File: src/include/pdmo_regs.svh
`ifndef PDMO_REGS_SVH
`define PDMO_REGS_SVH

// ---------------------------------------------------------------
// timing
// ---------------------------------------------------------------
`define PDMO_REF_CLK_HZ 20000000
`define PDMO_SLEEP_FREQ_HZ 1000
`define PDMO_SLEEP_ENTRY_US 1000
// longest gap between clock edges still counted as active (1 kHz period)
`define PDMO_GAP_CYCLES ((`PDMO_REF_CLK_HZ / `PDMO_SLEEP_FREQ_HZ) - 1)
// latest sleep entry, rounded down
`define PDMO_ENTRY_CYCLES ((`PDMO_REF_CLK_HZ / 1000000) * `PDMO_SLEEP_ENTRY_US)
`define PDMO_WAKE_CYCLES 32768
`define PDMO_FIFO_DEPTH 16
`define PDMO_FIFO_WIDTH 1
// reset values
`define PDMO_LFSR_SEED 16'hACE1

`endif

File: src/include/pdmo_pkg.sv
package pdmo_pkg;

  typedef enum logic [1:0] {
    PDMO_SLEEP,
    PDMO_WAKING,
    PDMO_RUN
  } pdmo_state_t;

endpackage

File: src/verilog/pdmo_fifo.sv
`timescale 1ns/1ns
`include "pdmo_regs.svh"

module pdmo_fifo #(
  parameter int WIDTH = `PDMO_FIFO_WIDTH,
  parameter int DEPTH = `PDMO_FIFO_DEPTH
) (
  input wire logic ref_clk,
  input wire logic reset_n,
  input wire logic flush,
  input wire logic [WIDTH-1:0] in_data,
  input wire logic in_valid,
  output logic in_ready,
  output logic [WIDTH-1:0] out_data,
  output logic out_valid,
  input wire logic out_ready
);
  localparam int AW = $clog2(DEPTH);
  logic [WIDTH-1:0] mem_reg [DEPTH];
  logic [AW-1:0] wr_ptr_reg;
  logic [AW-1:0] rd_ptr_reg;
  logic [AW:0] count_reg;
  logic push;
  logic pop;

  assign in_ready = (count_reg != (AW+1)'(DEPTH));
  assign out_valid = (count_reg != '0);
  assign out_data = mem_reg[rd_ptr_reg];
  assign push = in_valid && in_ready;
  assign pop = out_valid && out_ready;

  always_ff @(posedge ref_clk) begin
    if (push) begin
      mem_reg[wr_ptr_reg] <= in_data;
    end
  end

  always_ff @(posedge ref_clk or negedge reset_n) begin
    if (!reset_n) begin
      wr_ptr_reg <= '0;
      rd_ptr_reg <= '0;
      count_reg <= '0;
    end else if (flush) begin
      wr_ptr_reg <= '0;
      rd_ptr_reg <= '0;
      count_reg <= '0;
    end else begin
      if (push) begin
        wr_ptr_reg <= wr_ptr_reg + 1'b1;
      end
      if (pop) begin
        rd_ptr_reg <= rd_ptr_reg + 1'b1;
      end
      if (push && !pop) begin
        count_reg <= count_reg + 1'b1;
      end else if (pop && !push) begin
        count_reg <= count_reg - 1'b1;
      end
    end
  end
endmodule // pdmo_fifo

File: src/verilog/pdmo_mic.sv
`timescale 1ns/1ns
`include "pdmo_regs.svh"

module pdmo_mic
  import pdmo_pkg::*;
(
  input wire logic ref_clk,
  input wire logic reset_n,
  input wire logic pdm_clk,
  input wire logic chan_sel,
  input wire logic [15:0] sample,
  output logic data_out,
  output logic data_oe,
  output logic asleep
);
  // ---------------------------------------------------------------
  // constants
  // ---------------------------------------------------------------
  localparam logic [14:0] GAP_CYCLES = 15'(`PDMO_GAP_CYCLES);
  localparam logic [14:0] ENTRY_CYCLES = 15'(`PDMO_ENTRY_CYCLES);
  localparam logic [15:0] WAKE_LAST = 16'(`PDMO_WAKE_CYCLES - 1);

  // ---------------------------------------------------------------
  // input synchronisers
  // ---------------------------------------------------------------
  logic clk_s1_reg;
  logic clk_s2_reg;
  logic clk_s3_reg;
  logic sel_s1_reg;
  logic sel_s2_reg;
  logic rise;
  logic fall;

  always_ff @(posedge ref_clk or negedge reset_n) begin
    if (!reset_n) begin
      clk_s1_reg <= 1'b0;
      clk_s2_reg <= 1'b0;
      clk_s3_reg <= 1'b0;
    end else begin
      clk_s1_reg <= pdm_clk;
      clk_s2_reg <= clk_s1_reg;
      clk_s3_reg <= clk_s2_reg;
    end
  end

  always_ff @(posedge ref_clk or negedge reset_n) begin
    if (!reset_n) begin
      sel_s1_reg <= 1'b0;
      sel_s2_reg <= 1'b0;
    end else begin
      sel_s1_reg <= chan_sel;
      sel_s2_reg <= sel_s1_reg;
    end
  end

  assign rise = clk_s2_reg && !clk_s3_reg;
  assign fall = !clk_s2_reg && clk_s3_reg;

  // ---------------------------------------------------------------
  // clock activity detector on the local reference
  // ---------------------------------------------------------------
  logic [14:0] gap_reg;
  logic slow;

  always_ff @(posedge ref_clk or negedge reset_n) begin
    if (!reset_n) begin
      gap_reg <= ENTRY_CYCLES;
    end else if (rise) begin
      gap_reg <= 15'h0000;
    end else if (gap_reg != ENTRY_CYCLES) begin
      gap_reg <= gap_reg + 15'h0001;
    end
  end

  // no rising edge for more than one 1 kHz period means too slow
  assign slow = (gap_reg > GAP_CYCLES);

  // ---------------------------------------------------------------
  // sleep / wake state machine
  // ---------------------------------------------------------------
  pdmo_state_t state_reg;
  logic [15:0] wake_reg;

  always_ff @(posedge ref_clk or negedge reset_n) begin
    if (!reset_n) begin
      state_reg <= PDMO_SLEEP;
      wake_reg <= 16'h0000;
    end else begin
      unique case (state_reg)
        PDMO_SLEEP: begin
          wake_reg <= 16'h0000;
          if (rise && !slow) begin
            state_reg <= PDMO_WAKING;
          end
        end
        PDMO_WAKING: begin
          if (slow) begin
            state_reg <= PDMO_SLEEP;
          end else if (rise) begin
            if (wake_reg == WAKE_LAST) begin
              state_reg <= PDMO_RUN;
            end
            wake_reg <= wake_reg + 16'h0001;
          end
        end
        PDMO_RUN: begin
          if (slow) begin
            state_reg <= PDMO_SLEEP;
          end
        end
      endcase
    end
  end

  // ---------------------------------------------------------------
  // bit source and buffer
  // ---------------------------------------------------------------
  logic mod_bit;
  logic mod_valid;
  logic mod_ready;
  logic fifo_bit;
  logic fifo_valid;
  logic take;
  logic launch;
  logic running;

  assign running = (state_reg == PDMO_RUN);
  // left slot launches on rising edge, right on falling
  assign launch = sel_s2_reg ? fall : rise;
  assign take = running && launch && fifo_valid;

  pdmo_modulator u_mod (
    .ref_clk(ref_clk),
    .reset_n(reset_n),
    .sample(sample),
    .out_ready(mod_ready),
    .out_bit(mod_bit),
    .out_valid(mod_valid)
  );

  pdmo_fifo #(
    .WIDTH(`PDMO_FIFO_WIDTH),
    .DEPTH(`PDMO_FIFO_DEPTH)
  ) u_fifo (
    .ref_clk(ref_clk),
    .reset_n(reset_n),
    .flush(state_reg == PDMO_SLEEP),
    .in_data(mod_bit),
    .in_valid(mod_valid),
    .in_ready(mod_ready),
    .out_data(fifo_bit),
    .out_valid(fifo_valid),
    .out_ready(take)
  );

  // ---------------------------------------------------------------
  // pin driver
  // ---------------------------------------------------------------
  logic release_edge;

  assign release_edge = sel_s2_reg ? rise : fall;

  always_ff @(posedge ref_clk or negedge reset_n) begin
    if (!reset_n) begin
      data_out <= 1'b0;
      data_oe <= 1'b0;
    end else if (!running) begin
      data_oe <= 1'b0;
    end else if (take) begin
      data_out <= fifo_bit;
      data_oe <= 1'b1;
    end else if (release_edge) begin
      data_oe <= 1'b0;
    end
  end

  always_ff @(posedge ref_clk or negedge reset_n) begin
    if (!reset_n) begin
      asleep <= 1'b1;
    end else begin
      asleep <= (state_reg == PDMO_SLEEP);
    end
  end
endmodule // pdmo_mic

File: src/verilog/pdmo_modulator.sv
`timescale 1ns/1ns
`include "pdmo_regs.svh"

module pdmo_modulator
  import pdmo_pkg::*;
(
  input wire logic ref_clk,
  input wire logic reset_n,
  input wire logic [15:0] sample,
  input wire logic out_ready,
  output logic out_bit,
  output logic out_valid
);
  // ---------------------------------------------------------------
  // first-order sigma-delta: bit density follows sample level
  // ---------------------------------------------------------------
  logic [16:0] acc_reg;
  logic [16:0] acc_next;

  assign acc_next = {1'b0, acc_reg[15:0]} + {1'b0, sample};
  assign out_bit = acc_next[16];
  assign out_valid = 1'b1;

  always_ff @(posedge ref_clk or negedge reset_n) begin
    if (!reset_n) begin
      acc_reg <= 17'h0_0000;
    end else if (out_ready) begin
      acc_reg <= acc_next;
    end
  end
endmodule // pdmo_modulator
File: config.mk
export PLATFORM = sky130hd
export DESIGN_NAME = pdmo_mic
export DESIGN_NICKNAME = d
export VERILOG_FILES = /design/src/include/pdmo_pkg.sv /design/src/verilog/pdmo_fifo.sv /design/src/verilog/pdmo_mic.sv /design/src/verilog/pdmo_modulator.sv
export VERILOG_INCLUDE_DIRS = /design/src /design/src/include
export SDC_FILE = /design/constraint.sdc
export NUM_CORES = 1
export LEC_CHECK = 0
export BUFFER_PORTS_ARGS = -buffer_cell sky130_fd_sc_hd__buf_2
export CORE_ASPECT_RATIO = 1.75
export CORE_MARGIN = 3
export CORE_UTILIZATION = 62
export CTS_CLUSTER_DIAMETER = 60
export DETAILED_ROUTE_END_ITERATION = 7
export PLACE_DENSITY = 0.86
export SLEW_MARGIN = 5
export SYNTH_ARGS = -nofsm -noshare
export SYNTH_HDL_FRONTEND = slang
export SYNTH_SLANG_ARGS = --single-unit
File: constraint.sdc
create_clock -name ref_clk -period 3.4 [get_ports ref_clk]
set_input_delay 0.68 -clock ref_clk [delete_from_list [all_inputs] [get_ports ref_clk]]
set_output_delay 0.68 -clock ref_clk [all_outputs]
set_load 0.02 [all_outputs]
Yosys cells after proc, flatten, opt, wreduce, memory -nomap -nowiden
Memory sizes are Yosys's and may differ from the RTL's. A register that Yosys moved wholly into a read port is not among the register bits.
Index checks and enable logic that the tools add are counted.
{ "totals": {"reg_bits": 69, "ramBits": 16, "input_bits": 20, "output_inout_bits": 3, "wordCells": 84, "n_memories": 1} }
{ "classes": {"add_sub_neg": 7, "magnitude_cmp": 1, "n_eq_ne": 12, "muxes": 25, "reduce_logical": 24} }
{ "mem_list": {"columns": ["name", "depth", "word_bits", "rd", "rd_ports_with_merged_regs", "write_ports", "line", "rtl"], "rows": [
  ["u_fifo.mem_reg", 16, 1, 1, 1, 1, "pdmo_fifo.sv:19", "logic [WIDTH-1:0] mem_reg [DEPTH];"]
]} }
{ "op_table": {"columns": ["cell", "count"], "rows": [
  ["two-way mux 16 bit", 2],
  ["one-hot mux 16 bit (2 select lines)", 1],
  ["two-way mux 15 bit", 2],
  ["adder 16 x 16 -> 17 bit", 1],
  ["adder 16 x 1 -> 16 bit, second input constant", 1],
  ["equality test 16 x 15 -> 1 bit, second input constant", 1],
  ["two-way mux 4 bit", 4],
  ["adder 15 x 1 -> 15 bit, second input constant", 1],
  ["> comparator 15 bit, second input constant", 1],
  ["two-way mux 5 bit", 3],
  ["!= test 15 bit, second input constant", 1],
  ["two-way mux 2 bit", 5],
  ["adder 4 x 1 -> 4 bit, second input constant", 2],
  ["logical AND 1 bit", 8],
  ["!= test 2 bit, second input constant", 4],
  ["nonzero test 2 bit", 4],
  ["two-way mux 1 bit", 7],
  ["logical NOT 1 bit", 6],
  ["!= test 3 bit, second input constant", 2],
  ["one-hot mux 2 bit (3 select lines)", 1],
  ["adder 5 x 1 -> 5 bit, second input constant", 1],
  ["!= test 5 bit, second input constant", 1],
  ["nonzero test 5 bit", 1],
  ["subtractor 5 x 1 -> 5 bit, second input constant", 1],
  ["8 further kinds", 8]
]} }

Logic depth before layout (Yosys ltp)
Gate-level depths: netlist (run 1).
{ "logic_depth": {"ltp_word": 10, "depth_mapped": 11, "depth_no_buf": 11} }

Modules after synthesis
Synthesis (run 1) repeated with hierarchy kept, for this count alone.
{ "unflattened": {"hier_cells": 507, "area_unflattened_um2": 5175.0} }
{ "modules_own_cells": {"columns": ["mod", "instances", "cells_each", "area_each_um2", "seq_area_each_um2"], "rows": [
  ["pdmo_mic", 1, 210, 2124.5, 1033.5],
  ["pdmo_fifo", 1, 137, 1632.8, 805.8],
  ["pdmo_modulator", 1, 160, 1417.6, 400.4]
]} }

Least setup slack after synthesis (run 1)
No wires, ideal clock.
{ "synth_path": {"path_kind": "register to register", "start": "register u_fifo.count_reg[1]", "end": "register u_fifo.count_reg[4]", "setup_ns": 0.125, "arrival_ns": 2.464, "required_time_ns": 3.275, "slack_ns": 0.810, "path_stages_with_launch": 10, "path_buffers": 0, "period_less_slack_ns": 2.590, "path_cell_list": "dfrtp_1 > or4_1 > nand2_1 > nand2_1 > fa_1 > a21o_1 > a21o_1 > nand3_1 > nor2_1 > a2111oi_0"} }
{ "synth_between": {"elab_chain_cells": 7, "word_cells_on_any_way": 14, "cone_classes": "add/sub: 2; eq/ne: 1; mux: 3; reduce/logical: 8"} }
{ "synth_rtl": {"columns": ["element", "line", "rtl"], "rows": [
  ["from (decl)", "pdmo_fifo.sv:22", "logic [AW:0] count_reg;"],
  ["from (signal assigned)", "pdmo_fifo.sv:55", "count_reg <= count_reg + 1'b1;"],
  ["from (signal assigned)", "pdmo_fifo.sv:57", "count_reg <= count_reg - 1'b1;"],
  ["branches (longest 7 deep; another with subtractor 5 x 1 -> 5 bit)", null, null]
]} }
Several ways; the timed one is not identified. The select of a mux whose other input is x is not followed.
A chain may end at the register's enable or synchronous reset.

Final worst setup path (run 1)
{ "layout_path": {"start": "register u_fifo.count_reg[0]", "end": "register u_fifo.count_reg[4]"} }
Same word-level chain as after synthesis.

==> results of run 1 <==
critical path: cells and delay by family (launching register included):
kind,cells,cell delay [ns]
adders and majority gates,1,0.45
and+or+nand+nor,5,1.09
AOI/OAI and AO/OA,3,0.74
DFF,1,0.45
cell usage after synthesis (4+ instances only):
library cell,count
nand3_1,19
clkbuf_1,6
nor4_1,6
and2_1,17
edfxtp_1,16
mux2i_1,8
o21ai_0,24
dfstp_2,6
and3_1,13
ha_1,31
mux4_2,4
xor2_1,19
a21o_1,6
nor3_1,10
nand4_1,5
xnor2_1,19
a21oi_1,26
nor2b_1,4
nand2_1,53
inv_1,14
nor2_1,53
a211oi_1,4
nand3b_1,4
dfrtp_1,64
stage by stage:
step                power (mW)  cells  setup WS (ns)  hold WS (ns)
floorplan                 2.54    492          0.810         0.331
global placement          2.82    595          0.552         0.339
detailed placement        2.91    595          0.423         0.351
CTS                       3.99    611          0.534         0.361
global route              4.21    611          0.398         0.367
finish                    3.96    611          0.539         0.356
final cells by class:
cell class / count / share of cell area [%]
Inverter: 14 / 0.960
Timing Repair Buffer: 28 / 3.06
Multi-Input combinational cell: 379 / 47.2
Clock buffer: 12 / 4.50
Sequential cell: 86 / 40.9
Clock inverter: 4 / 1.33
Tap cell: 88 / 2.01
where the power goes:
group          internal (mW)  switching [mW]
Combinational          0.608           0.837
Sequential              1.31           0.149
Clock                  0.663           0.398
Total                   2.58            1.38
worst paths after layout:
kind,slack [ns],cells after the start,endpoint,start
worst min register to register,0.36,0,clk_s2_reg,clk_s1_reg
worst max register to register,0.54,9,u_fifo.count_reg[4],u_fifo.count_reg[0]
worst min-delay path,0.36,0,clk_s2_reg,clk_s1_reg
max in group asynchronous,2.34,2,sel_s1_reg,reset_n
worst max-delay path,0.54,9,u_fifo.count_reg[4],u_fifo.count_reg[0]
min in group asynchronous,0.40,1,gap_reg[12],reset_n
per-layer routing:
layer	vias to the layer above	global-route usage [%]
li1	1800	-
met1	1814	25.1
met2	87	43.4
met3	37	5.17
met4	0	13.8
met5	-	0
cell families (layout without fill, tap and decap cells):
family	count (synthesis)	in the layout
compound gates	87	87
xor+xnor	38	38
fa+ha+maj	33	33
buf+inv	27	58
flops	86	86
mux	16	16
simple gates	205	205
==> impl_metrics.py, run 1 <==
metrics = {
    "sta": {
        "fin_tns_setup_ns": 0,
        "min_period_ns": 2.86,
        "worst_pin_slew_ns": 0.940,
        "hold_violations": 0,
        "skew_ns": 0.00770,
        "max_freq_mhz": 350,
        "final_max_slew_viol_count": 0,
        "rsz0062_at_grt": "false",
        "finalSetupViolations": 0,
        "max-slew-margin-rel_pct": 37.3,
        "fin_crit_sh_pct": 84.1,
    },
    "flow_run": {
        "max_cap_viol_count": 0,
    },
    "synthesis": {
        "synthMuxAreaShare_pct": 4.65,
        "avgSynthCellArea_um2": 10.1,
        "synth_top_area_cell": "dfrtp_1",
        "synth_edf_count": 16,
        "ys_ff_latch": 86,
        "synthDistinctLibCells": 63,
        "ys_seq_area_share_pct": 45.3,
        "mappedNetlistArea_um2": 4950,
        "synth_area_leaders": "dfrtp_1 32%, edfxtp_1 9.7%, ha_1 7.8%, nand2_1 4.0%, nor2_1 4.0%",
        "synth-xor-area-share_pct": 6.73,
        "synth-compound-area-share_pct": 11.6,
        "ys.flop_type": "dfrtp_1",
        "synth_simple_gate_area_share_pct": 20.7,
        "yosys.area.top_type_share_pct": 32.4,
        "synthAdderAreaFrac_pct": 8.65,
        "synthArstFlopShare_pct": 81.4,
        "yosysWarnings": 0,
        "syn_inst": 492,
        "syn_nets": 545,
        "synth_top_family_by_area": "simple AND/OR/NAND/NOR gates",
    },
    "clocking": {
        "clock_latency_ns": 0.34,
        "clk_path_buf_depth": 2,
        "cts.sink_count": 86,
        "cts_buffers": 9,
        "clockRootBuffer": "clkbuf_16",
        "cts_setup_buffers": 0,
        "cts_resized": 0,
        "ctsHoldBuffers": 0,
        "clk_pin_slew_ns": 0.06,
        "htreeDepth": 3,
        "cts_tree": "yes",
    },
    "critical_path": {
        "crit_chain": "or4_1 > nand2_1 > nand2_1 > fa_1 > a21o_1 > a21o_1 > nand3_1 > nor2_1 > a2111oi_0",
        "slowest_delay_ns": 0.62,
        "crit_path_top_delay_cell": "or4_1",
        "cp-start-kind": "register",
        "criticalPathCategory": "register to register",
        "endpoint_kind": "register",
        "path_max_fanout": 5,
        "worst_ep_required_time_ns": 3.61,
        "critPathArrivalTime_ns": 3.07,
    },
    "floorplan": {
        "coreArea_um2": 7670,
        "rows": 42,
        "dieWidth_um": 73.5,
        "die-area_um2": 9130,
        "start_util_pct": 64.5,
        "chipHeight_um": 124,
        "pin_count": 23,
    },
    "grt": {
        "grt_use_total_pct": 24.1,
        "grt_pass1_wl_um": 17000,
        "grt_pass1_vias": 3873,
        "overflow": 0,
        "grt_max_degree": 41,
        "antenna_found_initial": 0,
    },
    "drt": {
        "wl_met3_um": 321,
        "via_count": 3738,
        "first_pass_iters": 4,
        "drt_iter0_drc": 235,
        "wire_per_inst_um": 16.4,
        "drt_wl_total_um": 9990,
        "m1WireLength_um": 3660,
        "drc": 0,
        "via_per_inst": 6.12,
        "maxUsedRoutingLayer": "met4",
        "route.met2.wl_um": 5650,
        "ant_nets": 0,
    },
    "cells_and_area": {
        "final_util_pct": 71.4,
        "drive_above_1_share_pct": 13.2,
        "antenna_cells": 0,
        "final_area_um2": 5480,
        "ff_latch_area_um2": 2240,
        "finalNetCount": 571,
        "fill_cells": 560,
        "layout_common_cells": "64 x dfrtp_1, 53 x nand2_1, 53 x nor2_1, 31 x ha_1, 26 x a21oi_1",
        "multi_input_area_um2": 2590,
        "final_common_cell": "dfrtp_1",
        "syn_to_final_growth_pct": 10.7,
    },
    "power": {
        "p_per_area_nw_per_um2": 723,
        "max-vdd-ir-drop_uv": 525,
        "p_leak_nw": 2.45,
    },
    "outcome": {
        "status": "finished, final reports clean",
    },
    "place": {
        "portBuffers": 22,
        "gp_congestion": 0.861,
        "hpwl_um": 7340,
        "place_area_um2": 5160,
    },
    "min_path": {
        "hold_class": "register to register",
    },
}
(Power assumes the default switching activity.)
==> inputs of run 2 (changes only) <==
==> constraint.sdc (replaced) <==
create_clock -name ref_clk -period 2.85 [get_ports ref_clk]
set_input_delay 0.57 -clock ref_clk [delete_from_list [all_inputs] [get_ports ref_clk]]
set_output_delay 0.57 -clock ref_clk [all_outputs]
set_load 0.02 [all_outputs]
==> run 2 against run 1 <==
Compared with the run above: global-route usage fell by 0.28 points; final cell count is 1.1% higher; count of clock-buffer cells in the layout down 1; sequential power rose by 19%; clock skew barely moved.
==> impl_metrics.py, run 2 (synthesized netlist as in run 1, its figures left out) <==
metrics = {
    "outcome": {
        "status": "finished, final reports clean",
    },
    "critical_path": {
        "slowest_delay_ns": 0.57,
        "worst_ep_required_time_ns": 3.05,
        "cp-start-kind": "register",
        "ff2ff_path_depth": 9,
        "r2r-end": "u_fifo.count_reg[4]",
        "criticalPathCategory": "register to register",
        "crit_chain": "or4_4 > nand2_1 > nand2_2 > fa_1 > a21o_1 > a21o_1 > nand3_1 > nor2_1 > a2111oi_0",
        "timing.rr.start": "u_fifo.count_reg[0]",
        "rrSetupSlack_ns": 0.13,
        "critPathArrivalTime_ns": 2.92,
        "path_max_fanout": 5,
        "crit_path_top_delay_cell": "or4_4",
        "endpoint_kind": "register",
        "path_common_cell": "a21o_1",
    },
    "grt": {
        "grt_pass1_vias": 3822,
        "grt_use_total_pct": 23.9,
        "met2_usage_pct": 43.0,
        "overflow": 0,
        "grt_max_degree": 71,
        "antenna_found_initial": 0,
        "grt_pass1_wl_um": 17000,
        "grt_use_met1_pct": 27.5,
        "busiest_layer": "met2",
        "met3_usage_pct": 4.77,
    },
    "place": {
        "place_area_um2": 5210,
        "portBuffers": 22,
        "gp_congestion": 0.965,
        "hpwl_um": 7190,
    },
    "clocking": {
        "clk_pin_slew_ns": 0.06,
        "cts_buffers": 9,
        "cts.sink_count": 86,
        "ctsHoldBuffers": 0,
        "cts_setup_buffers": 0,
        "clockRootBuffer": "clkbuf_16",
        "clock_latency_ns": 0.34,
        "cts_tree": "yes",
        "htreeDepth": 3,
        "clk_path_buf_depth": 2,
    },
    "power": {
        "combinationalPowerShare_pct": 38.6,
        "intPower_mw": 3.04,
        "p_per_area_nw_per_um2": 855,
        "max-vdd-ir-drop_uv": 583,
        "seqPwrFrac_pct": 36.9,
        "p_leak_nw": 2.47,
        "p_sw_mw": 1.68,
        "clkPwrFrac_pct": 24.5,
        "switching_share_pct": 35.6,
    },
    "floorplan": {
        "chipHeight_um": 124,
        "rows": 42,
        "pin_count": 23,
        "dieWidth_um": 73.5,
        "die-area_um2": 9130,
        "start_util_pct": 64.5,
        "coreArea_um2": 7670,
    },
    "cells_and_area": {
        "syn_to_final_growth_pct": 11.5,
        "layout_common_cells": "64 x dfrtp_1, 53 x nor2_1, 52 x nand2_1, 31 x ha_1, 25 x a21oi_1",
        "antenna_cells": 0,
        "final_area_um2": 5510,
        "fill_cells": 541,
        "drive_above_1_share_pct": 14.9,
        "final_common_cell": "dfrtp_1",
        "finalNetCount": 578,
        "final_util_pct": 71.9,
    },
    "drt": {
        "drc": 0,
        "drt_wl_total_um": 9770,
        "via_count": 3715,
        "via_per_inst": 6.01,
        "first_pass_iters": 4,
        "drt_iter0_drc": 235,
        "ant_nets": 0,
        "wire_per_inst_um": 15.8,
    },
    "sta": {
        "min_period_ns": 2.72,
        "hold_violations": 0,
        "worst_pin_slew_ns": 0.741,
        "skew_ns": 0.00814,
        "rsz0062_at_grt": "false",
        "max_freq_mhz": 368,
        "finalSetupViolations": 0,
        "fin_crit_sh_pct": 95.4,
        "fin_tns_setup_ns": 0,
        "final_max_slew_viol_count": 0,
        "max-slew-margin-rel_pct": 50.2,
    },
    "flow_run": {
        "max_cap_viol_count": 0,
    },
    "min_path": {
        "hold_class": "input port to asynchronous set/reset pin",
    },
}
[run 2: area by class of cell]
cell class | instances | area, um2 | share of cell area (%)
Clock buffer | 11 | 233 | 4.22
Clock inverter | 5 | 60.1 | 1.09
Inverter | 14 | 52.6 | 0.953
Multi-Input combinational cell | 379 | 2600 | 47.1
Sequential cell | 86 | 2240 | 40.6
Tap cell | 88 | 110 | 2.00
Timing Repair Buffer | 35 | 220 | 3.99
[run 2: per-layer routing]
| metal | wire, um | up-vias |
|---|---|---|
| li1 | - | 1815 |
| met1 | 3890 | 1820 |
| met2 | 5450 | 64 |
| met3 | 240 | 16 |
| met4 | 194 | 0 |
| met5 | 0 | - |
[run 2: worst max-delay path by stage]
stage,cells past startpoint,startpoint,endpoint,slack (ns)
after global placement,9,sample[0],u_fifo.mem_reg[14],0.11
after global routing,9,u_fifo.count_reg[1],u_fifo.count_reg[4],0.01
after floorplan,9,u_fifo.count_reg[1],u_fifo.count_reg[4],0.26
after detailed placement,8,sample[5],u_fifo.mem_reg[6],-0.05
after CTS,9,u_fifo.count_reg[1],u_fifo.count_reg[4],0.06
final,9,u_fifo.count_reg[0],u_fifo.count_reg[4],0.13
[run 2: per-stage QoR]
step	power [mW]	std cells	setup slack, ns	hold WS, ns
floorplan	3.03	492	0.260	0.274
global placement	3.44	602	0.108	0.335
detailed placement	3.54	602	-0.0542	0.340
CTS	4.72	618	0.0639	0.260
global route	5.02	618	0.0114	0.267
finish	4.71	618	0.130	0.234
[run 2: timing repair]
action,CTS,global route
gates cloned,0,0
pin swaps,0,0
endpoints found under the setup margin,1,17
gates resized for setup,1,2
[run 2: worst max-delay path, delay by kind of cell (launching register included)]
family          cells  cell delay (ns)
compound gates      3             0.76
flops               1             0.44
fa+ha+maj           1             0.41
simple gates        5             0.96
[run 2: power by group through the flow]
stage               clock, mW  sequential, mW  combinational (mW)
CTS                      1.17            1.74                1.81
global placement            0            1.74                1.70
finish                   1.15            1.74                1.82
floorplan                   0            1.72                1.31
global route             1.21            1.77                2.03
detailed placement          0            1.76                1.79
==> inputs of run 3 (changes only) <==
--- a/config.mk
+++ b/config.mk
@@ -9,10 +9,10 @@
 export BUFFER_PORTS_ARGS = -buffer_cell sky130_fd_sc_hd__buf_2
 export CORE_ASPECT_RATIO = 1.75
 export CORE_MARGIN = 3
-export CORE_UTILIZATION = 62
+export CORE_UTILIZATION = 56
 export CTS_CLUSTER_DIAMETER = 60
 export DETAILED_ROUTE_END_ITERATION = 7
-export PLACE_DENSITY = 0.86
+export PLACE_DENSITY = 0.77
 export SLEW_MARGIN = 5
 export SYNTH_ARGS = -nofsm -noshare
 export SYNTH_HDL_FRONTEND = slang
==> constraint.sdc (replaced) <==
create_clock -name ref_clk -period 2.45 [get_ports ref_clk]
set_input_delay 0.49 -clock ref_clk [delete_from_list [all_inputs] [get_ports ref_clk]]
set_output_delay 0.49 -clock ref_clk [all_outputs]
set_load 0.02 [all_outputs]
==> run 3 against run 2 <==
Compared with the run above: wire length rose by 5.8%; sequential share of layout area fell by 2.6 points; via count rose by 4.9%.
==> impl_metrics.py, run 3 (synthesized netlist as in run 1, its figures left out) <==
metrics = {
    "critical_path": {
        "crit_path_top_delay_cell": "dfrtp_1",
        "ff2ff_path_depth": 10,
        "critPathArrivalTime_ns": 2.60,
        "worst_ep_required_time_ns": 2.66,
        "criticalPathCategory": "register to register",
        "crit_start": "sel_s2_reg",
        "timing.rr.start": "sel_s2_reg",
        "path_max_fanout": 4,
        "r2r-end": "u_fifo.count_reg[4]",
        "slowest_delay_ns": 0.41,
        "crit_family": "compound AO/OA/AOI/OAI gates",
        "crit_buf_inv": 0,
        "cp-start-kind": "register",
        "endpoint_kind": "register",
        "rrSetupSlack_ns": 0.06,
        "crit_chain": "or3b_1 > a21boi_2 > nand2_4 > nand2_4 > ha_1 > a21o_1 > a21o_1 > nand3_1 > nor2_1 > a2111oi_0",
    },
    "cells_and_area": {
        "finalNetCount": 618,
        "drive_above_1_share_pct": 21.6,
        "final_area_um2": 5890,
        "antenna_cells": 0,
        "final_common_cell": "dfrtp_1",
        "layout_common_cells": "64 x dfrtp_1, 53 x nor2_1, 52 x buf_4, 51 x nand2_1, 30 x ha_1",
        "syn_to_final_growth_pct": 19.0,
        "fill_cells": 622,
    },
    "sta": {
        "hold_violations": 0,
        "worst_slack_ns": 0.0575,
        "worst_pin_slew_ns": 0.487,
        "hold-worst-slack_ns": 0.172,
        "fin_crit_sh_pct": 97.7,
        "min_period_ns": 2.39,
        "max_freq_mhz": 418,
        "rsz0062_at_grt": "true",
        "max-slew-margin-rel_pct": 67.5,
        "skew_ns": 0.00805,
        "final_max_slew_viol_count": 0,
        "finalSetupViolations": 0,
    },
    "clocking": {
        "ctsHoldBuffers": 0,
        "clk_pin_slew_ns": 0.06,
        "cts.sink_count": 86,
        "cts_tree": "yes",
        "clockRootBuffer": "clkbuf_16",
        "cts_buffers": 9,
        "htreeDepth": 3,
        "clock_latency_ns": 0.34,
        "clk_path_buf_depth": 2,
    },
    "drt": {
        "drc": 0,
        "drt_iter0_drc": 140,
        "first_pass_iters": 4,
        "via_per_inst": 5.69,
        "drt_wl_total_um": 10300,
        "ant_nets": 0,
        "via_count": 3898,
        "wire_per_inst_um": 15.1,
    },
    "power": {
        "clkPwrFrac_pct": 22.7,
        "p_per_area_nw_per_um2": 989,
        "p_leak_nw": 2.68,
        "combinationalPowerShare_pct": 43.0,
        "max-vdd-ir-drop_uv": 645,
        "p_sw_mw": 2.00,
        "switching_share_pct": 34.4,
        "seqPwrFrac_pct": 34.3,
        "intPower_mw": 3.82,
    },
    "grt": {
        "grt_max_degree": 71,
        "grt_use_total_pct": 22.1,
        "grt_pass1_vias": 3964,
        "grt_pass1_wl_um": 17700,
        "overflow": 0,
        "antenna_found_initial": 0,
    },
    "place": {
        "portBuffers": 22,
        "place_ws_ns": -0.339,
        "hpwl_um": 7610,
        "place_area_um2": 5490,
        "gp_congestion": 0.906,
    },
    "floorplan": {
        "rows": 44,
        "dieWidth_um": 77.0,
        "chipHeight_um": 130,
        "die-area_um2": 10000,
        "pin_count": 23,
        "coreArea_um2": 8420,
        "start_util_pct": 58.7,
    },
    "flow_run": {
        "max_cap_viol_count": 0,
    },
    "outcome": {
        "status": "finished, final reports clean",
    },
    "min_path": {
        "hold_class": "input port to asynchronous set/reset pin",
    },
}
-- run 3: cell count changes in the layout (fill, tap and decap cells not counted), sizes merged --
cell | previous run | this run
clkbuf | 11 | 12
buf | 35 | 75
clkinvlp | 1 | 0
clkinv | 2 | 3
inv | 15 | 14
-- run 3: power by group through the flow --
| stage | Combinational (mW) | Clock (mW) | Sequential, mW |
|---|---|---|---|
| floorplan | 1.54 | 0 | 2.00 |
| global placement | 2.29 | 0 | 2.01 |
| global route | 2.80 | 1.41 | 2.03 |
| CTS | 2.44 | 1.34 | 2.00 |
| detailed placement | 2.39 | 0 | 2.03 |
| finish | 2.50 | 1.32 | 2.00 |
-- run 3: timing repair --
action                                  CTS  global route
buffers inserted                          3             6
gates cloned                              0             0
pin swaps                                 6             9
endpoints found under the setup margin   17            18
gates resized for setup                   3             5
-- run 3: per-stage QoR --
step	TNS [ns]	util [%]	std cells	total power, mW
floorplan	0	-	492	3.54
global placement	-3.55	65.2	660	4.30
detailed placement	-5.61	65.2	660	4.41
CTS	0	69.0	679	5.78
global route	-0.0398	69.9	685	6.24
finish	0	69.9	685	5.82
-- run 3: worst max path at each step --
stage                                     end  slack [ns]  cells after the start
after floorplan           u_fifo.count_reg[4]        0.01                      9
after global placement      u_fifo.mem_reg[6]       -0.22                      9
after detailed placement    u_fifo.mem_reg[6]       -0.34                      8
after CTS                 u_fifo.count_reg[4]       0.007                      9
after global routing      u_fifo.count_reg[4]       -0.04                     11
final                     u_fifo.count_reg[4]        0.06                     10
-- run 3: final cells by class --
| class | count | area, um2 | area share, % |
|---|---|---|---|
| clock inverters | 4 | 48.8 | 0.829 |
| flip-flops and latches | 86 | 2240 | 38.1 |
| inverters | 14 | 52.6 | 0.893 |
| well taps | 115 | 144 | 2.44 |
| multi-input cells | 379 | 2640 | 44.9 |
| repair buffers | 75 | 520 | 8.84 |
| clock buffers | 12 | 236 | 4.02 |
-- run 3: layer usage --
metal / up-vias / part of all wire, % / track usage, %
met3: 31 / 2.4 / 4.01
met1: 1892 / 37 / 22.8
met2: 81 / 57 / 42.9
met4: 0 / 3.5 / 10.1
li1: 1894 / - / -
met5: - / 0 / 0
